<file path="config.mk">
export PLATFORM = sky130hd
export DESIGN_NAME = one_bit_acc_stage
export DESIGN_NICKNAME = d
export VERILOG_FILES = /design/src/hdl/acc_stage_pkg.sv /design/src/hdl/one_bit_acc_stage.sv /design/src/hdl/acc_bit_cell.sv /design/src/hdl/acc_bit_store.sv
export SDC_FILE = /design/constraint.sdc
export NUM_CORES = 1
export LEC_CHECK = 0
export BUFFER_PORTS_ARGS = -buffer_cell sky130_fd_sc_hd__buf_4
export CORE_MARGIN = 4
export CORE_UTILIZATION = 45
export CTS_CLUSTER_SIZE = 28
export DETAILED_ROUTE_END_ITERATION = 16
export PLACE_DENSITY = 0.73
export SKIP_LAST_GASP = 1
export SLEW_MARGIN = 25
export SYNTH_ARGS = -nofsm -noshare
export SYNTH_HDL_FRONTEND = slang
export SYNTH_HIERARCHICAL = 1
export SYNTH_SLANG_ARGS = --single-unit
</file>
<file path="constraint.sdc">
create_clock -name clk -period 2.35 [get_ports clk]
set_input_delay 0.3525 -clock clk [delete_from_list [all_inputs] [get_ports clk]]
set_output_delay 0.3525 -clock clk [all_outputs]
set_load 0.005 [all_outputs]
</file>
<file path="src/hdl/acc_stage_pkg.sv">
// Shared constants for the one-bit loadable accumulator stage.
package acc_stage_pkg;
	// Register port widths
	localparam int ADDR_W = 8;
	localparam int DATA_W = 32;
	localparam int COUNT_W = 16;

	// Register byte offsets
	localparam logic [7:0] OFF_STATUS = 8'h00;
	localparam logic [7:0] OFF_CONTROL = 8'h04;
	localparam logic [7:0] OFF_UPDATE_COUNT = 8'h08;
	localparam logic [7:0] OFF_CARRY_COUNT = 8'h0C;

	// Status field positions
	localparam int ST_ACC_BIT = 0;
	localparam int ST_CARRY_BIT = 1;
	localparam int ST_SUM_BIT = 2;
	localparam int ST_HOLD_BIT = 3;
	localparam int ST_ENABLE_BIT = 4;

	// Control field positions
	localparam int CTL_HOLD_BIT = 0;

	// Reset values
	localparam logic ACC_RESET = 1'b0;
	localparam logic HOLD_RESET = 1'b0;
endpackage

</file>
<file path="src/hdl/one_bit_acc_stage.sv">
// Top of the one-bit loadable cascadable accumulator stage with register port.
//
// Behaviour
// RULE1: Clear high at a clock edge zeroes the bit, overriding everything else.
// RULE2: Enable low with no clear or load keeps the stored bit unchanged.
// RULE3: Power-up clears the register so the output starts low.
// RULE4: A global preload pulse gives the same cleared state as power-up.
// RULE5: Load high stores the load value bit whatever the enable.
// RULE6: Sum mode with enable adds operand and carry to the stored bit.
// RULE7: Difference mode with enable subtracts operand and borrow from the bit.
// RULE8: Carry output is combinational from operand and stored bit, not registered.
// RULE9: In sum mode carry in and carry out are active-high carries.
// RULE10: In difference mode carry in and out are active-low borrows.
// RULE11: Chaining joins each stage's carry output to the next carry input.
// RULE12: Load beats arithmetic; with load high mode and operand are ignored.
`timescale 1ns/1ps
module one_bit_acc_stage #(
	parameter int COUNT_W = acc_stage_pkg::COUNT_W
) (
	input logic clk,
	input logic rst,
	input logic global_preload_pulse,
	input logic sync_clear,
	input logic stage_enable,
	input logic load_select,
	input logic sum_select,
	input logic load_value_bit,
	input logic operand_bit,
	input logic carry_borrow_in,
	output logic accumulated_bit,
	output logic carry_borrow_out,
	input logic [acc_stage_pkg::ADDR_W-1:0] reg_addr,
	input logic [acc_stage_pkg::DATA_W-1:0] reg_wdata,
	input logic reg_wr,
	input logic reg_rd,
	output logic [acc_stage_pkg::DATA_W-1:0] reg_rdata
);
	// Datapath nets
	logic stored_bit;
	logic arith_bit;
	logic cell_carry;
	logic eff_enable;
	logic arith_taken;
	logic bit_written;
	logic carry_seen;

	// Register state
	logic hold_reg;
	logic hold_next;
	logic [COUNT_W-1:0] update_count_reg;
	logic [COUNT_W-1:0] update_count_next;
	logic [COUNT_W-1:0] carry_count_reg;
	logic [COUNT_W-1:0] carry_count_next;
	logic [acc_stage_pkg::DATA_W-1:0] rdata_reg;
	logic [acc_stage_pkg::DATA_W-1:0] rdata_next;

	// Decode nets
	logic sel_status;
	logic sel_control;
	logic sel_update_count;
	logic sel_carry_count;
	logic wr_control;
	logic wr_update_count;
	logic wr_carry_count;
	logic [acc_stage_pkg::DATA_W-1:0] status_word;
	logic [acc_stage_pkg::DATA_W-1:0] control_word;
	logic [acc_stage_pkg::DATA_W-1:0] update_word;
	logic [acc_stage_pkg::DATA_W-1:0] carry_word;
	logic [acc_stage_pkg::DATA_W-1:0] read_mux;

	// Software hold suspends arithmetic only; clear and load still act
	assign eff_enable = stage_enable & ~hold_reg;

	// Arithmetic is taken only when no reset, clear or load claims the edge
	assign arith_taken = ~rst & ~sync_clear & ~load_select & eff_enable;
	assign bit_written = ~rst & ~sync_clear & (load_select | eff_enable);

	// Carry in sum mode is high-true, borrow in difference mode is low-true
	assign carry_seen = arith_taken & (sum_select ? cell_carry : ~cell_carry);

	// RULE6 RULE7 RULE9 RULE10 add subtract cell
	acc_bit_cell u_cell (
		.stored_bit(stored_bit),
		.operand_bit(operand_bit),
		.carry_borrow_in(carry_borrow_in),
		.sum_select(sum_select),
		.arith_bit(arith_bit),
		.carry_borrow_out(cell_carry)
	);

	// RULE1 RULE2 RULE3 RULE4 RULE5 RULE12 priority storage
	acc_bit_store u_store (
		.clk(clk),
		.rst(rst),
		.preload(global_preload_pulse),
		.clear(sync_clear),
		.load(load_select),
		.enable(eff_enable),
		.load_bit(load_value_bit),
		.arith_bit(arith_bit),
		.stored_bit(stored_bit)
	);

	assign accumulated_bit = stored_bit;

	// RULE8 unregistered carry
	// Left combinational so a chain of stages settles within one cycle
	assign carry_borrow_out = cell_carry;

	// Address decode
	assign sel_status = (reg_addr == acc_stage_pkg::OFF_STATUS);
	assign sel_control = (reg_addr == acc_stage_pkg::OFF_CONTROL);
	assign sel_update_count = (reg_addr == acc_stage_pkg::OFF_UPDATE_COUNT);
	assign sel_carry_count = (reg_addr == acc_stage_pkg::OFF_CARRY_COUNT);
	assign wr_control = reg_wr & sel_control;
	assign wr_update_count = reg_wr & sel_update_count;
	assign wr_carry_count = reg_wr & sel_carry_count;

	// Status shows live datapath state
	always_comb begin
		status_word = '0;
		status_word[acc_stage_pkg::ST_ACC_BIT] = stored_bit;
		status_word[acc_stage_pkg::ST_CARRY_BIT] = cell_carry;
		status_word[acc_stage_pkg::ST_SUM_BIT] = sum_select;
		status_word[acc_stage_pkg::ST_HOLD_BIT] = hold_reg;
		status_word[acc_stage_pkg::ST_ENABLE_BIT] = eff_enable;
	end

	// Control and counter read words, upper bits zero
	always_comb begin
		control_word = '0;
		control_word[acc_stage_pkg::CTL_HOLD_BIT] = hold_reg;
		update_word = '0;
		update_word[COUNT_W-1:0] = update_count_reg;
		carry_word = '0;
		carry_word[COUNT_W-1:0] = carry_count_reg;
	end

	// Read select; unmapped offsets answer zero
	assign read_mux = sel_status ? status_word :
		sel_control ? control_word :
		sel_update_count ? update_word :
		sel_carry_count ? carry_word : '0;

	// Read data only stands in the cycle after the strobe
	assign rdata_next = reg_rd ? read_mux : '0;

	// Hold bit write
	assign hold_next = wr_control ? reg_wdata[acc_stage_pkg::CTL_HOLD_BIT] : hold_reg;

	// Counters clear on write; an event in the same cycle still counts
	always_comb begin
		if (bit_written) begin
			update_count_next = wr_update_count ? COUNT_W'(1) : update_count_reg + 1'b1;
		end else if (wr_update_count) begin
			update_count_next = '0;
		end else begin
			update_count_next = update_count_reg;
		end
		if (carry_seen) begin
			carry_count_next = wr_carry_count ? COUNT_W'(1) : carry_count_reg + 1'b1;
		end else if (wr_carry_count) begin
			carry_count_next = '0;
		end else begin
			carry_count_next = carry_count_reg;
		end
	end

	// Register file flops
	always_ff @(posedge clk) begin
		if (rst) begin
			hold_reg <= acc_stage_pkg::HOLD_RESET;
			update_count_reg <= '0;
			carry_count_reg <= '0;
			rdata_reg <= '0;
		end else begin
			hold_reg <= hold_next;
			update_count_reg <= update_count_next;
			carry_count_reg <= carry_count_next;
			rdata_reg <= rdata_next;
		end
	end

	assign reg_rdata = rdata_reg;

	// RULE1 clear wins
	a_clear_zeroes: assert property ( // RULE1
		@(posedge clk) disable iff (global_preload_pulse)
		sync_clear |=> (accumulated_bit == 1'b0) && $stable(update_count_reg)
	) else $error("clear did not zero the stored bit");

	// RULE2 idle edge holds
	a_idle_holds: assert property ( // RULE2
		@(posedge clk) disable iff (rst || global_preload_pulse)
		(!sync_clear && !load_select && !eff_enable) ##1 !rst
			|-> $stable(accumulated_bit)
	) else $error("stored bit changed while enable was low");

	// RULE3 power-up clear
	a_reset_low: assert property ( // RULE3
		@(posedge clk)
		rst |=> (accumulated_bit == 1'b0) && (update_count_reg == '0)
	) else $error("stored bit not low after reset");

	// RULE4 preload clear
	a_preload_low: assert property ( // RULE4
		@(posedge clk)
		global_preload_pulse |-> (accumulated_bit == 1'b0)
	) else $error("preload pulse did not clear the stored bit");

	// RULE5 load ignores enable
	a_load_stores: assert property ( // RULE5
		@(posedge clk) disable iff (rst || global_preload_pulse)
		(!sync_clear && load_select && !stage_enable)
			|=> accumulated_bit == $past(load_value_bit)
	) else $error("load with enable low did not store the load bit");

	// RULE6 add result
	a_add_result: assert property ( // RULE6
		@(posedge clk) disable iff (rst || global_preload_pulse)
		(arith_taken && sum_select)
			|=> accumulated_bit == ($past(accumulated_bit) ^ $past(operand_bit)
				^ $past(carry_borrow_in))
	) else $error("sum mode stored a wrong bit");

	// RULE7 subtract result
	a_sub_result: assert property ( // RULE7
		@(posedge clk) disable iff (rst || global_preload_pulse)
		(arith_taken && !sum_select)
			|=> accumulated_bit == ($past(accumulated_bit) ^ $past(operand_bit)
				^ !$past(carry_borrow_in))
	) else $error("difference mode stored a wrong bit");

	// RULE8 carry tracks inputs in the same cycle
	a_carry_live: assert property ( // RULE8
		@(posedge clk) disable iff (rst || global_preload_pulse)
		$changed(operand_bit) && $stable(accumulated_bit) && $stable(carry_borrow_in)
			&& $stable(sum_select) && (accumulated_bit != carry_borrow_in)
			|-> $changed(carry_borrow_out)
	) else $error("carry output did not follow the operand at once");

	// RULE9 high-true carry
	a_sum_carry: assert property ( // RULE9
		@(posedge clk) disable iff (rst || global_preload_pulse)
		sum_select |-> carry_borrow_out ==
			((2'(accumulated_bit) + 2'(operand_bit) + 2'(carry_borrow_in)) > 2'd1)
	) else $error("sum mode carry out is wrong");

	// RULE10 low-true borrow
	a_diff_borrow: assert property ( // RULE10
		@(posedge clk) disable iff (rst || global_preload_pulse)
		!sum_select |-> !carry_borrow_out ==
			((2'(operand_bit) + 2'(!carry_borrow_in)) > 2'(accumulated_bit))
	) else $error("difference mode borrow out is wrong");

	// RULE12 load beats arithmetic
	a_load_priority: assert property ( // RULE12
		@(posedge clk) disable iff (rst || global_preload_pulse)
		(!sync_clear && load_select && eff_enable && (arith_bit != load_value_bit))
			|=> (accumulated_bit == $past(load_value_bit)) && (carry_count_reg
				== $past(carry_count_reg) || $past(wr_carry_count))
	) else $error("arithmetic overrode a load");

	// Hold bit blocks arithmetic for as long as it is set
	a_hold_blocks: assert property (
		@(posedge clk) disable iff (rst || global_preload_pulse)
		hold_reg && !sync_clear && !load_select ##1 !rst |-> $stable(accumulated_bit)
	) else $error("arithmetic ran while hold was set");

	// Read data stands one cycle only
	a_read_window: assert property (
		@(posedge clk) disable iff (rst)
		!reg_rd |=> reg_rdata == '0
	) else $error("read data outside its cycle");

	// Every load or arithmetic edge without a count write adds one to the update count
	a_update_counts: assert property (
		@(posedge clk) disable iff (rst)
		bit_written && !wr_update_count
			|=> update_count_reg == $past(update_count_reg) + 1'b1
	) else $error("update count did not step on a bit write");

	// A write clears the update count when no event lands with it
	a_update_clears: assert property (
		@(posedge clk) disable iff (rst)
		wr_update_count && !bit_written |=> update_count_reg == '0
	) else $error("write did not clear the update count");

	// Carry is high-true in sum mode, borrow low-true in difference mode
	a_carry_counts: assert property ( // RULE9 RULE10
		@(posedge clk) disable iff (rst)
		arith_taken && (carry_borrow_out == sum_select) && !wr_carry_count
			|=> carry_count_reg == $past(carry_count_reg) + 1'b1
	) else $error("carry count did not step on a carry or borrow");

	// With no arithmetic edge a write leaves the carry count at zero
	a_carry_clears: assert property (
		@(posedge clk) disable iff (rst)
		wr_carry_count && !arith_taken |=> carry_count_reg == '0
	) else $error("write did not clear the carry count");

	// Control write lands in the hold bit one cycle later
	a_hold_write: assert property (
		@(posedge clk) disable iff (rst)
		wr_control |=> hold_reg == $past(reg_wdata[acc_stage_pkg::CTL_HOLD_BIT])
	) else $error("control write did not set the hold bit");

	// Status writes and preload pulses must leave the hold bit alone
	a_hold_steady: assert property (
		@(posedge clk) disable iff (rst)
		!wr_control |=> $stable(hold_reg)
	) else $error("hold bit moved without a control write");

	// Status word reflects the strobe cycle, unused bits zero
	a_status_read: assert property (
		@(posedge clk) disable iff (rst)
		reg_rd && sel_status |=> reg_rdata[acc_stage_pkg::ST_ACC_BIT] == $past(stored_bit)
			&& reg_rdata[acc_stage_pkg::ST_HOLD_BIT] == $past(hold_reg)
			&& reg_rdata[acc_stage_pkg::DATA_W-1:acc_stage_pkg::ST_ENABLE_BIT+1] == '0
	) else $error("status read returned a wrong word");

	// Control word carries only the hold bit
	a_control_read: assert property (
		@(posedge clk) disable iff (rst)
		reg_rd && sel_control |=> reg_rdata[acc_stage_pkg::CTL_HOLD_BIT] == $past(hold_reg)
			&& reg_rdata[acc_stage_pkg::DATA_W-1:acc_stage_pkg::CTL_HOLD_BIT+1] == '0
	) else $error("control read returned a wrong word");

	// Update count read, zero above the counter width
	a_count_read: assert property (
		@(posedge clk) disable iff (rst)
		reg_rd && sel_update_count |=> reg_rdata[COUNT_W-1:0] == $past(update_count_reg)
			&& reg_rdata[acc_stage_pkg::DATA_W-1:COUNT_W] == '0
	) else $error("update count read returned a wrong word");

	// Carry count read, zero above the counter width
	a_carry_read: assert property (
		@(posedge clk) disable iff (rst)
		reg_rd && sel_carry_count |=> reg_rdata[COUNT_W-1:0] == $past(carry_count_reg)
			&& reg_rdata[acc_stage_pkg::DATA_W-1:COUNT_W] == '0
	) else $error("carry count read returned a wrong word");

	// Offsets outside the map read as zero so software sees no stale data
	a_unmapped_zero: assert property (
		@(posedge clk) disable iff (rst)
		reg_rd && !sel_status && !sel_control && !sel_update_count && !sel_carry_count
			|=> reg_rdata == '0
	) else $error("unmapped read returned nonzero data");
endmodule

</file>
<file path="src/hdl/acc_bit_cell.sv">
// Combinational one-bit add/subtract cell with carry or borrow output.
`timescale 1ns/1ps
module acc_bit_cell (
	input logic stored_bit,
	input logic operand_bit,
	input logic carry_borrow_in,
	input logic sum_select,
	output logic arith_bit,
	output logic carry_borrow_out
);
	// Subtraction is addition of the inverted operand; borrow is then active low
	logic eff_operand;

	// Operand steering by mode
	assign eff_operand = sum_select ? operand_bit : ~operand_bit;

	// Result bit and majority carry, never registered so stages can ripple
	assign arith_bit = stored_bit ^ eff_operand ^ carry_borrow_in;
	assign carry_borrow_out = (stored_bit & eff_operand) |
		(stored_bit & carry_borrow_in) |
		(eff_operand & carry_borrow_in);
endmodule

</file>
<file path="src/hdl/acc_bit_store.sv">
// One-bit storage with async preload clear and clear/load/enable priority.
`timescale 1ns/1ps
module acc_bit_store (
	input logic clk,
	input logic rst,
	input logic preload,
	input logic clear,
	input logic load,
	input logic enable,
	input logic load_bit,
	input logic arith_bit,
	output logic stored_bit
);
	logic bit_reg;
	logic bit_next;

	// Next value: reset and clear first, then load, then arithmetic, else hold
	always_comb begin
		if (rst || clear) begin
			bit_next = acc_stage_pkg::ACC_RESET;
		end else if (load) begin
			bit_next = load_bit;
		end else if (enable) begin
			bit_next = arith_bit;
		end else begin
			bit_next = bit_reg;
		end
	end

	// Preload acts without the clock so the bit is low before any edge
	always_ff @(posedge clk or posedge preload) begin
		if (preload) begin
			bit_reg <= acc_stage_pkg::ACC_RESET;
		end else begin
			bit_reg <= bit_next;
		end
	end

	assign stored_bit = bit_reg;
endmodule

</file>
# After elaboration in Yosys (flattened, before gate mapping)
# Index checks and enable logic that the tools add are counted.
[totals]
reg_bits = 66
[classes]
addsub = 2
eq_ne = 3
mux = 15
n_bitwise = 24
n_reduce_logical = 8
[ops]
columns = ["cell", "count"]
rows = [
  ["$mux 16", 8],
  ["$add 16x1->16 const B", 2],
  ["$eq 8x4->1 const B", 2],
  ["$and 1x1->1", 12],
  ["$mux 5", 2],
  ["$eq 8x3->1 const B", 1],
  ["$logic_not 8->1", 1],
  ["$not 1->1", 7],
  ["$mux 1", 5],
  ["$reduce_or 5->1", 1],
  ["$reduce_bool 2->1", 2],
  ["$reduce_or 4->1", 1],
  ["$or 1x1->1", 3],
  ["$reduce_bool 3->1", 1],
  ["$reduce_or 2->1", 1],
  ["$xor 1x1->1", 2],
  ["$logic_or 1x1->1", 1],
]

# Depth between registers and ports, before layout
# Gate-level depths: netlist of the first run.
[logic_depth]
depth_word = 9
ltp_mapped = 8
mapped_depth_nobuf = 7

# Hierarchy
# Netlist of the first run, hierarchy kept.
[modules_own_cells]
columns = ["mod", "instances", "cells_each", "area_each_um2", "seq_area_each_um2"]
rows = [
  ["one_bit_acc_stage", 1, 281, 2468.6, 980.9],
  ["acc_bit_store", 1, 6, 63.8, 25.0],
  ["acc_bit_cell", 1, 6, 43.8, 0.0],
]

# Worst setup path after synthesis of the first run
# OpenSTA, ideal clock, no wires.
[synth_timing]
kind = "input to register"
from = "input sum_select"
to = "register carry_count_reg[13]"
setup_ps = 70
arrival_time_ps = 1986
slack_ps = 294
stages = 8
path_buffers = 1
cell_sequence = "xor2_1 > fa_1 > inv_1 > xnor2_2 > nand4_2 > buf_6 > or4_1 > a21oi_1"
[synth_between]
elab_chain_cells = 8
[synth_rtl]
columns = ["item", "line", "source"]
rows = [
  ["start: declaration", "one_bit_acc_stage.sv:26", "input logic sum_select,"],
  ["$mux 1 *", "acc_bit_cell.sv:15", "assign eff_operand = sum_select ? operand_bit : ~operand_bit;"],
  ["$and 1x1->1", "acc_bit_cell.sv:19", "assign carry_borrow_out = (stored_bit & eff_operand) |"],
  ["$or 1x1->1", "acc_bit_cell.sv:19", ""],
  ["$or 1x1->1 *", "acc_bit_cell.sv:20", "(stored_bit & carry_borrow_in) |"],
  ["via carry_borrow_out", "one_bit_acc_stage.sv:31", "output logic carry_borrow_out,"],
  ["$not 1->1", "one_bit_acc_stage.sv:79", "assign carry_seen = arith_taken & (sum_select ? cell_carry : ~cell_carry);"],
  ["$mux 1 *", "one_bit_acc_stage.sv:79", ""],
  ["$and 1x1->1 *", "one_bit_acc_stage.sv:79", ""],
  ["$mux 16 / $reduce_bool 2->1 (equally long branches)", "n/a", ""],
  ["end signal: assignment", "one_bit_acc_stage.sv:179", "carry_count_reg <= carry_count_next;"],
  ["end: declaration", "one_bit_acc_stage.sv:52", "logic [COUNT_W-1:0] carry_count_reg;"],
]
# The timed path passes the listed nets; every way through them passes the cells marked *.
# A chain may end at the register's enable or synchronous reset.

# Final worst setup path of the first run
[layout_timing]
from = "register u_store.bit_reg (netlist: u_store/stored_bit)"
to = "register carry_count_reg[12]"
[layout_between]
elab_chain_cells = 7
[layout_rtl]
columns = ["item", "line", "source"]
rows = [
  ["start: declaration", "acc_bit_store.sv:14", "logic bit_reg;"],
  ["start signal: assignment", "acc_bit_store.sv:33", "bit_reg <= acc_stage_pkg::ACC_RESET;"],
  ["start signal: assignment", "acc_bit_store.sv:35", "bit_reg <= bit_next;"],
  ["$and 1x1->1, on equally long branches", "acc_bit_cell.sv:19, acc_bit_cell.sv:20", ""],
  ["$or 1x1->1 *", "acc_bit_cell.sv:19", ""],
  ["$or 1x1->1 *", "acc_bit_cell.sv:20", ""],
  ["$not 1->1", "one_bit_acc_stage.sv:79", ""],
  ["$mux 1 *", "one_bit_acc_stage.sv:79", ""],
  ["$and 1x1->1 *", "one_bit_acc_stage.sv:79", ""],
  ["$mux 16 / $reduce_bool 2->1 (equally long branches)", "n/a", ""],
]
# Mark *: on every way between the ends. The rest lies on a longest branch, timed or not.

==> results of run 1 <==
power by group:
| group | internal, W | total (W) | switching, W |
|---|---|---|---|
| Sequential | 0.000851 | 0.000855 | 0.00000433 |
| Combinational | 0.0000608 | 0.000141 | 0.0000803 |
| Clock | 0.000318 | 0.000602 | 0.000284 |
repair_timing:
action | 4_1_cts | 5_1_grt
endpoints found under the hold margin | 1 | 0
resized for setup | 0 | 1
setup endpoints to repair | 0 | 1
hold buffers | 1 | 0
setup buffers | 0 | 0
final cells by class:
| class | instances | area [um^2] |
|---|---|---|
| fill | 498 | 2532 |
| multi-input combinational | 221 | 1409 |
| sequential | 50 | 1006 |
| timing repair buffer | 47 | 355.3 |
| tap | 72 | 90.09 |
| clock buffer | 6 | 72.57 |
| clock inverter | 2 | 37.54 |
| inverter | 10 | 37.54 |
worst max path at each step:
stage	from	end	slack, ps	depth (start not counted)
finish	u_store/stored_bit	carry_count_reg[12]	130	7
global route	u_store/stored_bit	carry_count_reg[12]	-20	7
CTS	u_store/stored_bit	carry_count_reg[12]	150	7
detailed placement	sum_select	carry_count_reg[12]	20	8
global placement	sum_select	carry_count_reg[12]	70	8
floorplan	sum_select	carry_count_reg[13]	290	8
worst reg2reg max path, cell delays in order (launching register included):
cell	delay (ps)
dfrtp_1	400
inv_1	70
fa_1	380
inv_1	110
xnor2_2	220
nand4_2	290
or4_1	520
a21oi_1	140
placed cells by master (no fill, tap or decap), types with 2 or more instances in the layout:
cell type  synthesis  layout
or3_1             10      10
o31ai_1            9       9
nand2_1           12      12
clkbuf_8           0       5
o21ai_0           14      14
and4_1             3       3
nor2_1            32      32
mux2i_1           10      10
inv_1             10      10
nor2b_1            5       5
o2111ai_1          2       2
and2_1             4       4
and3_1             8       8
buf_4             17      46
nand3_1            7       7
xor2_1            10      10
or4_1              9       9
a22oi_1           10      10
o211ai_1           4       4
dfxtp_1           49      49
ha_1               2       2
conb_1             1      16
a21oi_1           26      26
nand4_1           10      10
logic make-up (layout without fill, tap and decap cells):
| family | after synthesis | count (layout) | synth area share [%] |
|---|---|---|---|
| flip-flops | 50 | 50 | 39.05 |
| buffers and inverters | 37 | 65 | 8.790 |
| AND/OR/NAND/NOR | 110 | 110 | 24.91 |
| adder cells (fa/ha/maj) | 3 | 3 | 1.748 |
| AO/OA/AOI/OAI | 71 | 71 | 17.44 |
| multiplexers | 10 | 10 | 3.886 |
| XOR/XNOR | 11 | 11 | 4.031 |
| other | 1 | 16 | 0.1456 |
metal layers:
| layer | GRT usage [%] | vias up | share of wire [%] |
|---|---|---|---|
| met5 | 0 | - | 0 |
| met4 | 5.409 | 0 | 0.97 |
| met3 | 3.751 | 7 | 5.2 |
| met2 | 27.40 | 59 | 47 |
| met1 | 20.75 | 1037 | 46 |
| li1 | - | 1117 | - |
stage by stage:
stage          instances  setup WS, ps
2_1_floorplan        308         293.9
3_3_place_gp         399         65.05
3_5_place_dp         399         23.55
4_1_cts              408         147.4
5_1_grt              408        -18.98
6_report             408         127.2
==> results.yml, run 1 <==
detailed_routing:
  dr_total_vias: 2220
  drc: 0
  ant_nets: 0
  routedWlPerCell_um: 14.09
  first_iter_violations: 119
  routed_wl_um: 5747
  routed_via_density: 5.441
  dr.pass1.iters: 4
floorplanning:
  die_area_um2: 7000
  core_um2: 5540
  row_count: 27
  io-pin-count: 86
  start_util_pct: 46.50
  chipWidth_um: 83.67
  die_height_um: 83.67
timing:
  tns_ps: 0
  worst_slew_pin_slew_ps: 599.1
  fin_crit_sh_pct: 94.59
  setup_viol: 0
  finalClockSkew_ps: 11.12
  rsz0062_at_grt: "yes"
  relSlewSlack_pct: 60.06
  hold_viol_final: 0
  report.final.slew_viol_count: 0
  fmax_mhz: 449.9
  fin_crit_ps: 2223
  holdWs_ps: 275.5
worst_setup_path:
  r2r_slack_ps: 130
  cp_common_cell: "inv_1"
  critPathBufInv: 2
  r2r_start: "u_store/stored_bit"
  crit_path_end_kind: "flip-flop"
  ff2ff_path_depth: 7
  slowest_delay_ps: 520
  worstSetupPathType: "reg -> reg"
  worst-endpoint-arrival_ps: 2450
  timing.rr.end: "carry_count_reg[12]"
  crit_required_ps: 2580
  cpMaxStageDelayCell: "or4_1"
  crit_family: "simple AND/OR/NAND/NOR gates"
  cp_max_fo: 8
  startpoint_type: "flip-flop"
  worstPathCellList: "inv_1, fa_1, inv_1, xnor2_2, nand4_2, or4_1, a21oi_1"
placed_design:
  postPlaceCellArea_um2: 2879
  gp_congestion: 0.8034
  place_hpwl_um: 4226
  io_buffers: 38
clocking:
  clock_sinks: 50
  h-tree-depth: 2
  cts_tree: "built"
  cts_made_buffers: 5
  clockBufferDepth: 2
  clk_pin_slew_ps: 90
  worstSkewPairLatency_ps: 300
  cts_root_buffer: "clkbuf_8"
synth:
  ys_warn_count: 6
  syn_inst: 293
  yosysUniqueCellTypes: 44
  synth_flop_cell: "dfxtp_1"
  syn_avg_cell_area_um2: 8.793
  synthTopCellsByCount: "49 x dfxtp_1, 32 x nor2_1, 26 x a21oi_1"
  ys_seq_area_share_pct: 39.05
  yosysMostFrequentCell: "dfxtp_1"
  postSynth.asyncResetShare_pct: 2.000
  synth-edff-count: 0
  yosysTopAreaCell: "dfxtp_1"
  synth-seq-cells: 50
  synthDominantCellAreaShare_pct: 38.08
  syn-cell-area_um2: 2576
  synth_area_leaders: "dfxtp_1 38%, a21oi_1 5.1%, buf_4 5.0%, nor2_1 4.7%, mux2i_1 3.9%"
run:
  drv_cap: 0
final_layout:
  drive_gt1_share_pct: 18.75
  antenna_cells: 0
  postLayoutCoreUtil_pct: 54.29
  fin_area_um2: 3008
  syn2layout_area_growth_pct: 16.76
  fin_nets: 390
global_route:
  grt_pass1_wl_um: 9722
  grt_overflow: 0
  grt_max_degree: 16
  antenna_found_initial: 0
  grt_pass1_vias: 2139
  grt.total_usage_pct: 16.38
worst_hold_path:
  min_to: "u_store/stored_bit"
  hold_path.startpoint: "sync_clear"
  hold_depth: 2
  holdCritPathClass: "in -> reg"
power_and_ir_drop:
  power.leakage_nw: 1.150
  finalPower_w: 0.001598
  p_per_area_nw_per_um2: 531.2
  peakVddDrop_v: 0.0003098
outcome:
  status: "finished, final reports clean"
(Power assumes the default switching activity.)
==> run 2, diff against run 1 <==
--- a/config.mk
+++ b/config.mk
@@ -7,10 +7,11 @@
 export LEC_CHECK = 0
 export BUFFER_PORTS_ARGS = -buffer_cell sky130_fd_sc_hd__buf_4
 export CORE_MARGIN = 4
-export CORE_UTILIZATION = 45
+export CORE_UTILIZATION = 50
 export CTS_CLUSTER_SIZE = 28
 export DETAILED_ROUTE_END_ITERATION = 16
-export PLACE_DENSITY = 0.73
+export PLACE_DENSITY = 0.79
+export REMOVE_ABC_BUFFERS = 1
 export SKIP_LAST_GASP = 1
 export SLEW_MARGIN = 25
 export SYNTH_ARGS = -nofsm -noshare
==> results.yml, run 2 (synthesized netlist as in run 1, its figures left out) <==
global_route:
  grt_pass1_vias: 2106
  grt.total_usage_pct: 18.65
  grt_overflow: 0
  grt_pass1_wl_um: 9528
  antenna_found_initial: 0
  grt_max_degree: 18
clocking:
  postCtsResizedCells: 0
  cts_tree: "built"
  clk_pin_slew_ps: 100
  postCtsSetupBuffers: 0
  cts_hold_buf: 1
  worstSkewPairLatency_ps: 320
  h-tree-depth: 2
  cts_made_buffers: 5
  cts_root_buffer: "clkbuf_8"
  clock_sinks: 50
  clockBufferDepth: 2
timing:
  fin_crit_ps: 2181
  report.final.slew_viol_count: 0
  relSlewSlack_pct: 61.00
  setup_viol: 0
  hold_viol_final: 0
  rsz0062_at_grt: "no"
  fin_crit_sh_pct: 92.79
  fmax_mhz: 458.6
  tns_ps: 0
  worst_slew_pin_slew_ps: 584.9
  finalClockSkew_ps: 6.236
worst_setup_path:
  crit_required_ps: 2590
  worst-endpoint-arrival_ps: 2420
  crit_path_end_kind: "flip-flop"
  worstSetupPathType: "reg -> reg"
  cp_max_fo: 9
  startpoint_type: "flip-flop"
detailed_routing:
  routed_via_density: 5.667
  ant_nets: 0
  dr.pass1.iters: 4
  first_iter_violations: 119
  routed_wl_um: 5709
  drc: 0
  routedWlPerCell_um: 14.10
  dr_total_vias: 2295
power_and_ir_drop:
  power.leakage_nw: 1.169
  finalPower_w: 0.001642
  p_per_area_nw_per_um2: 544.4
  peakVddDrop_v: 0.0004334
final_layout:
  final_cells: 405
  fin_nets: 392
  antenna_cells: 0
  drive_gt1_share_pct: 19.53
  final_common_cell: "dfxtp_1"
  regArea_um2: 1006
  fillCellCount: 422
  final_cell_mix: "49 x dfxtp_1, 48 x buf_4, 32 x nor2_1"
  syn2layout_area_growth_pct: 17.05
  multi_input_area_um2: 1400
placed_design:
  place_hpwl_um: 4184
  io_buffers: 38
  gp_congestion: 0.8286
  place_inst: 396
floorplanning:
  start_util_pct: 53.14
  die_height_um: 79.78
  row_count: 25
  core_um2: 4848
  io-pin-count: 86
  die_area_um2: 6365
  chipWidth_um: 79.78
worst_hold_path:
  holdCritPathClass: "in -> reg"
run:
  drv_cap: 0
outcome:
  status: "finished, final reports clean"
[run 2: changes by cell type in the layout (fill, tap and decap cells not counted)]
cell / before / now
buf_4: 46 / 48
nand4_4: 1 / 0
nand4_2: 1 / 2
inv_8: 0 / 1
clkbuf_1: 1 / 0
[run 2: stage by stage]
| stage | hold WS, ps | utilization (%) | worst slack [ps] | area, um^2 |
|---|---|---|---|---|
| 2_1_floorplan | 81.21 | - | 300.3 | 2444 |
| 5_1_grt | 267.8 | 62.19 | 54.09 | 3015 |
| 3_3_place_gp | 198.6 | 59.56 | 82.18 | 2888 |
| 6_report | 264.5 | 62.19 | 169.4 | 3015 |
| 4_1_cts | 267.0 | 62.19 | 162.7 | 3015 |
| 3_5_place_dp | 201.8 | 59.56 | 27.50 | 2888 |
[run 2: final cells by class]
cell class | instances | share of cell area (%)
clock inverter | 3 | 1.618
clock buffer | 5 | 2.282
multi-input combinational | 221 | 46.43
timing repair buffer | 49 | 12.28
sequential | 50 | 33.36
tap | 67 | 2.780
inverter | 10 | 1.245
[run 2: where the power goes]
group          switching [W]  internal (W)  leakage (nW)  total [W]
combinational      0.0000788     0.0000628         0.704   0.000142
sequential        0.00000447      0.000851         0.408   0.000855
clock               0.000320      0.000325        0.0563   0.000645
[run 2: worst paths after layout]
check | slack [ps] | cells past startpoint | from | end
max reg2reg | 170 | 7 | u_store/stored_bit | carry_count_reg[15]
max in group asynchronous | 1850 | 3 | global_preload_pulse | u_store/stored_bit
min in group asynchronous | 410 | 3 | global_preload_pulse | u_store/stored_bit
min | 260 | 2 | sync_clear | u_store/stored_bit
max | 170 | 7 | u_store/stored_bit | carry_count_reg[15]
min reg2reg | 500 | 2 | update_count_reg[15] | update_count_reg[15]
[run 2: critical path: stages, from the launching register on]
cell and delay (ps):
dfrtp_1 410, inv_1 70, fa_1 380, inv_1 110, xnor2_2 200, nand4_2 300
or4_1 470, a21oi_1 160
[run 2: routing by layer]
| layer | GRT usage, % | vias to the layer above | part of all wire [%] |
|---|---|---|---|
| met5 | 0 | - | 0 |
| met4 | 7.264 | 0 | 1.7 |
| met3 | 4.176 | 11 | 6.4 |
| met2 | 30.88 | 82 | 48 |
| met1 | 23.53 | 1075 | 44 |
| li1 | - | 1127 | - |
==> run 3, diff against run 2 <==
--- a/config.mk
+++ b/config.mk
@@ -11,6 +11,7 @@
 export CTS_CLUSTER_SIZE = 28
 export DETAILED_ROUTE_END_ITERATION = 16
 export PLACE_DENSITY = 0.79
+export RECOVER_POWER = 50
 export REMOVE_ABC_BUFFERS = 1
 export SKIP_LAST_GASP = 1
 export SLEW_MARGIN = 25
==> results.yml, run 3 (synthesized netlist as in run 1, its figures left out) <==
final_layout:
  drive_gt1_share_pct: 18.64
  antenna_cells: 0
  syn2layout_area_growth_pct: 16.51
  final_cell_mix: "49 x dfxtp_1, 32 x nor2_1, 27 x buf_4"
  fin_nets: 392
  fillCellCount: 425
  final_common_cell: "dfxtp_1"
clocking:
  worstSkewPairLatency_ps: 310
  postCtsSetupBuffers: 0
  cts_hold_buf: 1
  cts_made_buffers: 5
  postCtsResizedCells: 0
  clk_pin_slew_ps: 90
  clockBufferDepth: 2
  clock_sinks: 50
  h-tree-depth: 2
  cts_tree: "built"
  cts_root_buffer: "clkbuf_8"
global_route:
  antenna_found_initial: 0
  grt.total_usage_pct: 18.65
  grt_pass1_wl_um: 9528
  grt_max_degree: 18
  grt_overflow: 0
  grt_pass1_vias: 2106
power_and_ir_drop:
  finalPower_w: 0.001635
  power.leakage_nw: 1.150
  peakVddDrop_v: 0.0004333
  p_per_area_nw_per_um2: 544.7
timing:
  holdWs_ps: 266.1
  report.final.slew_viol_count: 0
  fin_crit_sh_pct: 92.80
  hold_viol_final: 0
  setup_viol: 0
  worst_slew_pin_slew_ps: 594.9
  finalClockSkew_ps: 4.692
  relSlewSlack_pct: 60.34
  fin_ws_ps: 169.2
  fmax_mhz: 458.5
  fin_crit_ps: 2181
  tns_ps: 0
  rsz0062_at_grt: "no"
placed_design:
  place_hpwl_um: 4184
  io_buffers: 38
  gp_congestion: 0.8286
  place_ws_ps: 27.50
detailed_routing:
  drc: 0
  ant_nets: 0
  first_iter_violations: 132
  dr_total_vias: 2276
  routed_via_density: 5.620
  routedWlPerCell_um: 14.05
  dr.pass1.iters: 4
  routed_wl_um: 5689
floorplanning:
  row_count: 25
  die_height_um: 79.78
  chipWidth_um: 79.78
  die_area_um2: 6365
  start_util_pct: 53.14
  core_um2: 4848
  io-pin-count: 86
worst_setup_path:
  crit_path_end_kind: "flip-flop"
  crit_required_ps: 2590
  slowest_delay_ps: 470
  startpoint_type: "flip-flop"
  cpMaxStageDelayCell: "or4_1"
  worstPathCellList: "inv_1, fa_1, inv_1, xnor2_2, nand4_2, or4_1, a21oi_1"
  worstSetupPathType: "reg -> reg"
  cp_common_cell: "inv_1"
  worst-endpoint-arrival_ps: 2420
  cp_max_fo: 9
worst_hold_path:
  holdCritPathClass: "in -> reg"
run:
  drv_cap: 0
outcome:
  status: "finished, final reports clean"
==> run 3: power by group <==
group,switching (W),internal (W),leakage [nW]
registers,0.00000449,0.000851,0.408
clock network,0.000316,0.000325,0.0563
logic,0.0000783,0.0000611,0.686
==> run 3: path summary, 6_finish.rpt <==
check,from,to,slack (ps),depth (start not counted)
max,u_store/stored_bit,carry_count_reg[15],170,7
max in group asynchronous,global_preload_pulse,u_store/stored_bit,1850,3
min reg2reg,update_count_reg[15],update_count_reg[15],500,2
min in group asynchronous,global_preload_pulse,u_store/stored_bit,410,3
max reg2reg,u_store/stored_bit,carry_count_reg[15],170,7
min,sync_clear,u_store/stored_bit,270,2
==> run 3: area by class of cell <==
| type | instances | area, um^2 | area share (%) |
|---|---|---|---|
| Tap cell | 67 | 83.83 | 2.793 |
| Inverter | 10 | 37.54 | 1.251 |
| Timing Repair Buffer | 49 | 362.8 | 12.09 |
| Sequential cell | 50 | 1006 | 33.51 |
| Clock buffer | 5 | 68.82 | 2.293 |
| Multi-Input combinational cell | 221 | 1394 | 46.44 |
| Clock inverter | 3 | 48.80 | 1.626 |
==> run 3: routing by layer <==
| metal | part of all wire [%] | up-vias | GRT usage, % | wire [um] |
|---|---|---|---|---|
| met2 | 48 | 71 | 30.88 | 2706 |
| met3 | 6.3 | 11 | 4.176 | 356 |
| met5 | 0 | - | 0 | 0 |
| met1 | 44 | 1067 | 23.53 | 2528 |
| met4 | 1.7 | 0 | 7.264 | 97 |
| li1 | - | 1127 | - | - |
==> run 3: critical path: cells and delay by family, from the launching register on <==
kind | cells | cell delay (ps)
simple gates | 2 | 780
flops | 1 | 410
fa+ha+maj | 1 | 380
xor+xnor | 1 | 200
buf+inv | 2 | 180
compound gates | 1 | 160
==> run 3: metrics by stage <==
stage,area [um^2],instances,util (%)
after global placement,2888,396,59.56
after floorplan,2444,281,-
after CTS,3015,405,62.19
after detailed placement,2888,396,59.56
after global routing,3002,405,61.91
final,3002,405,61.91
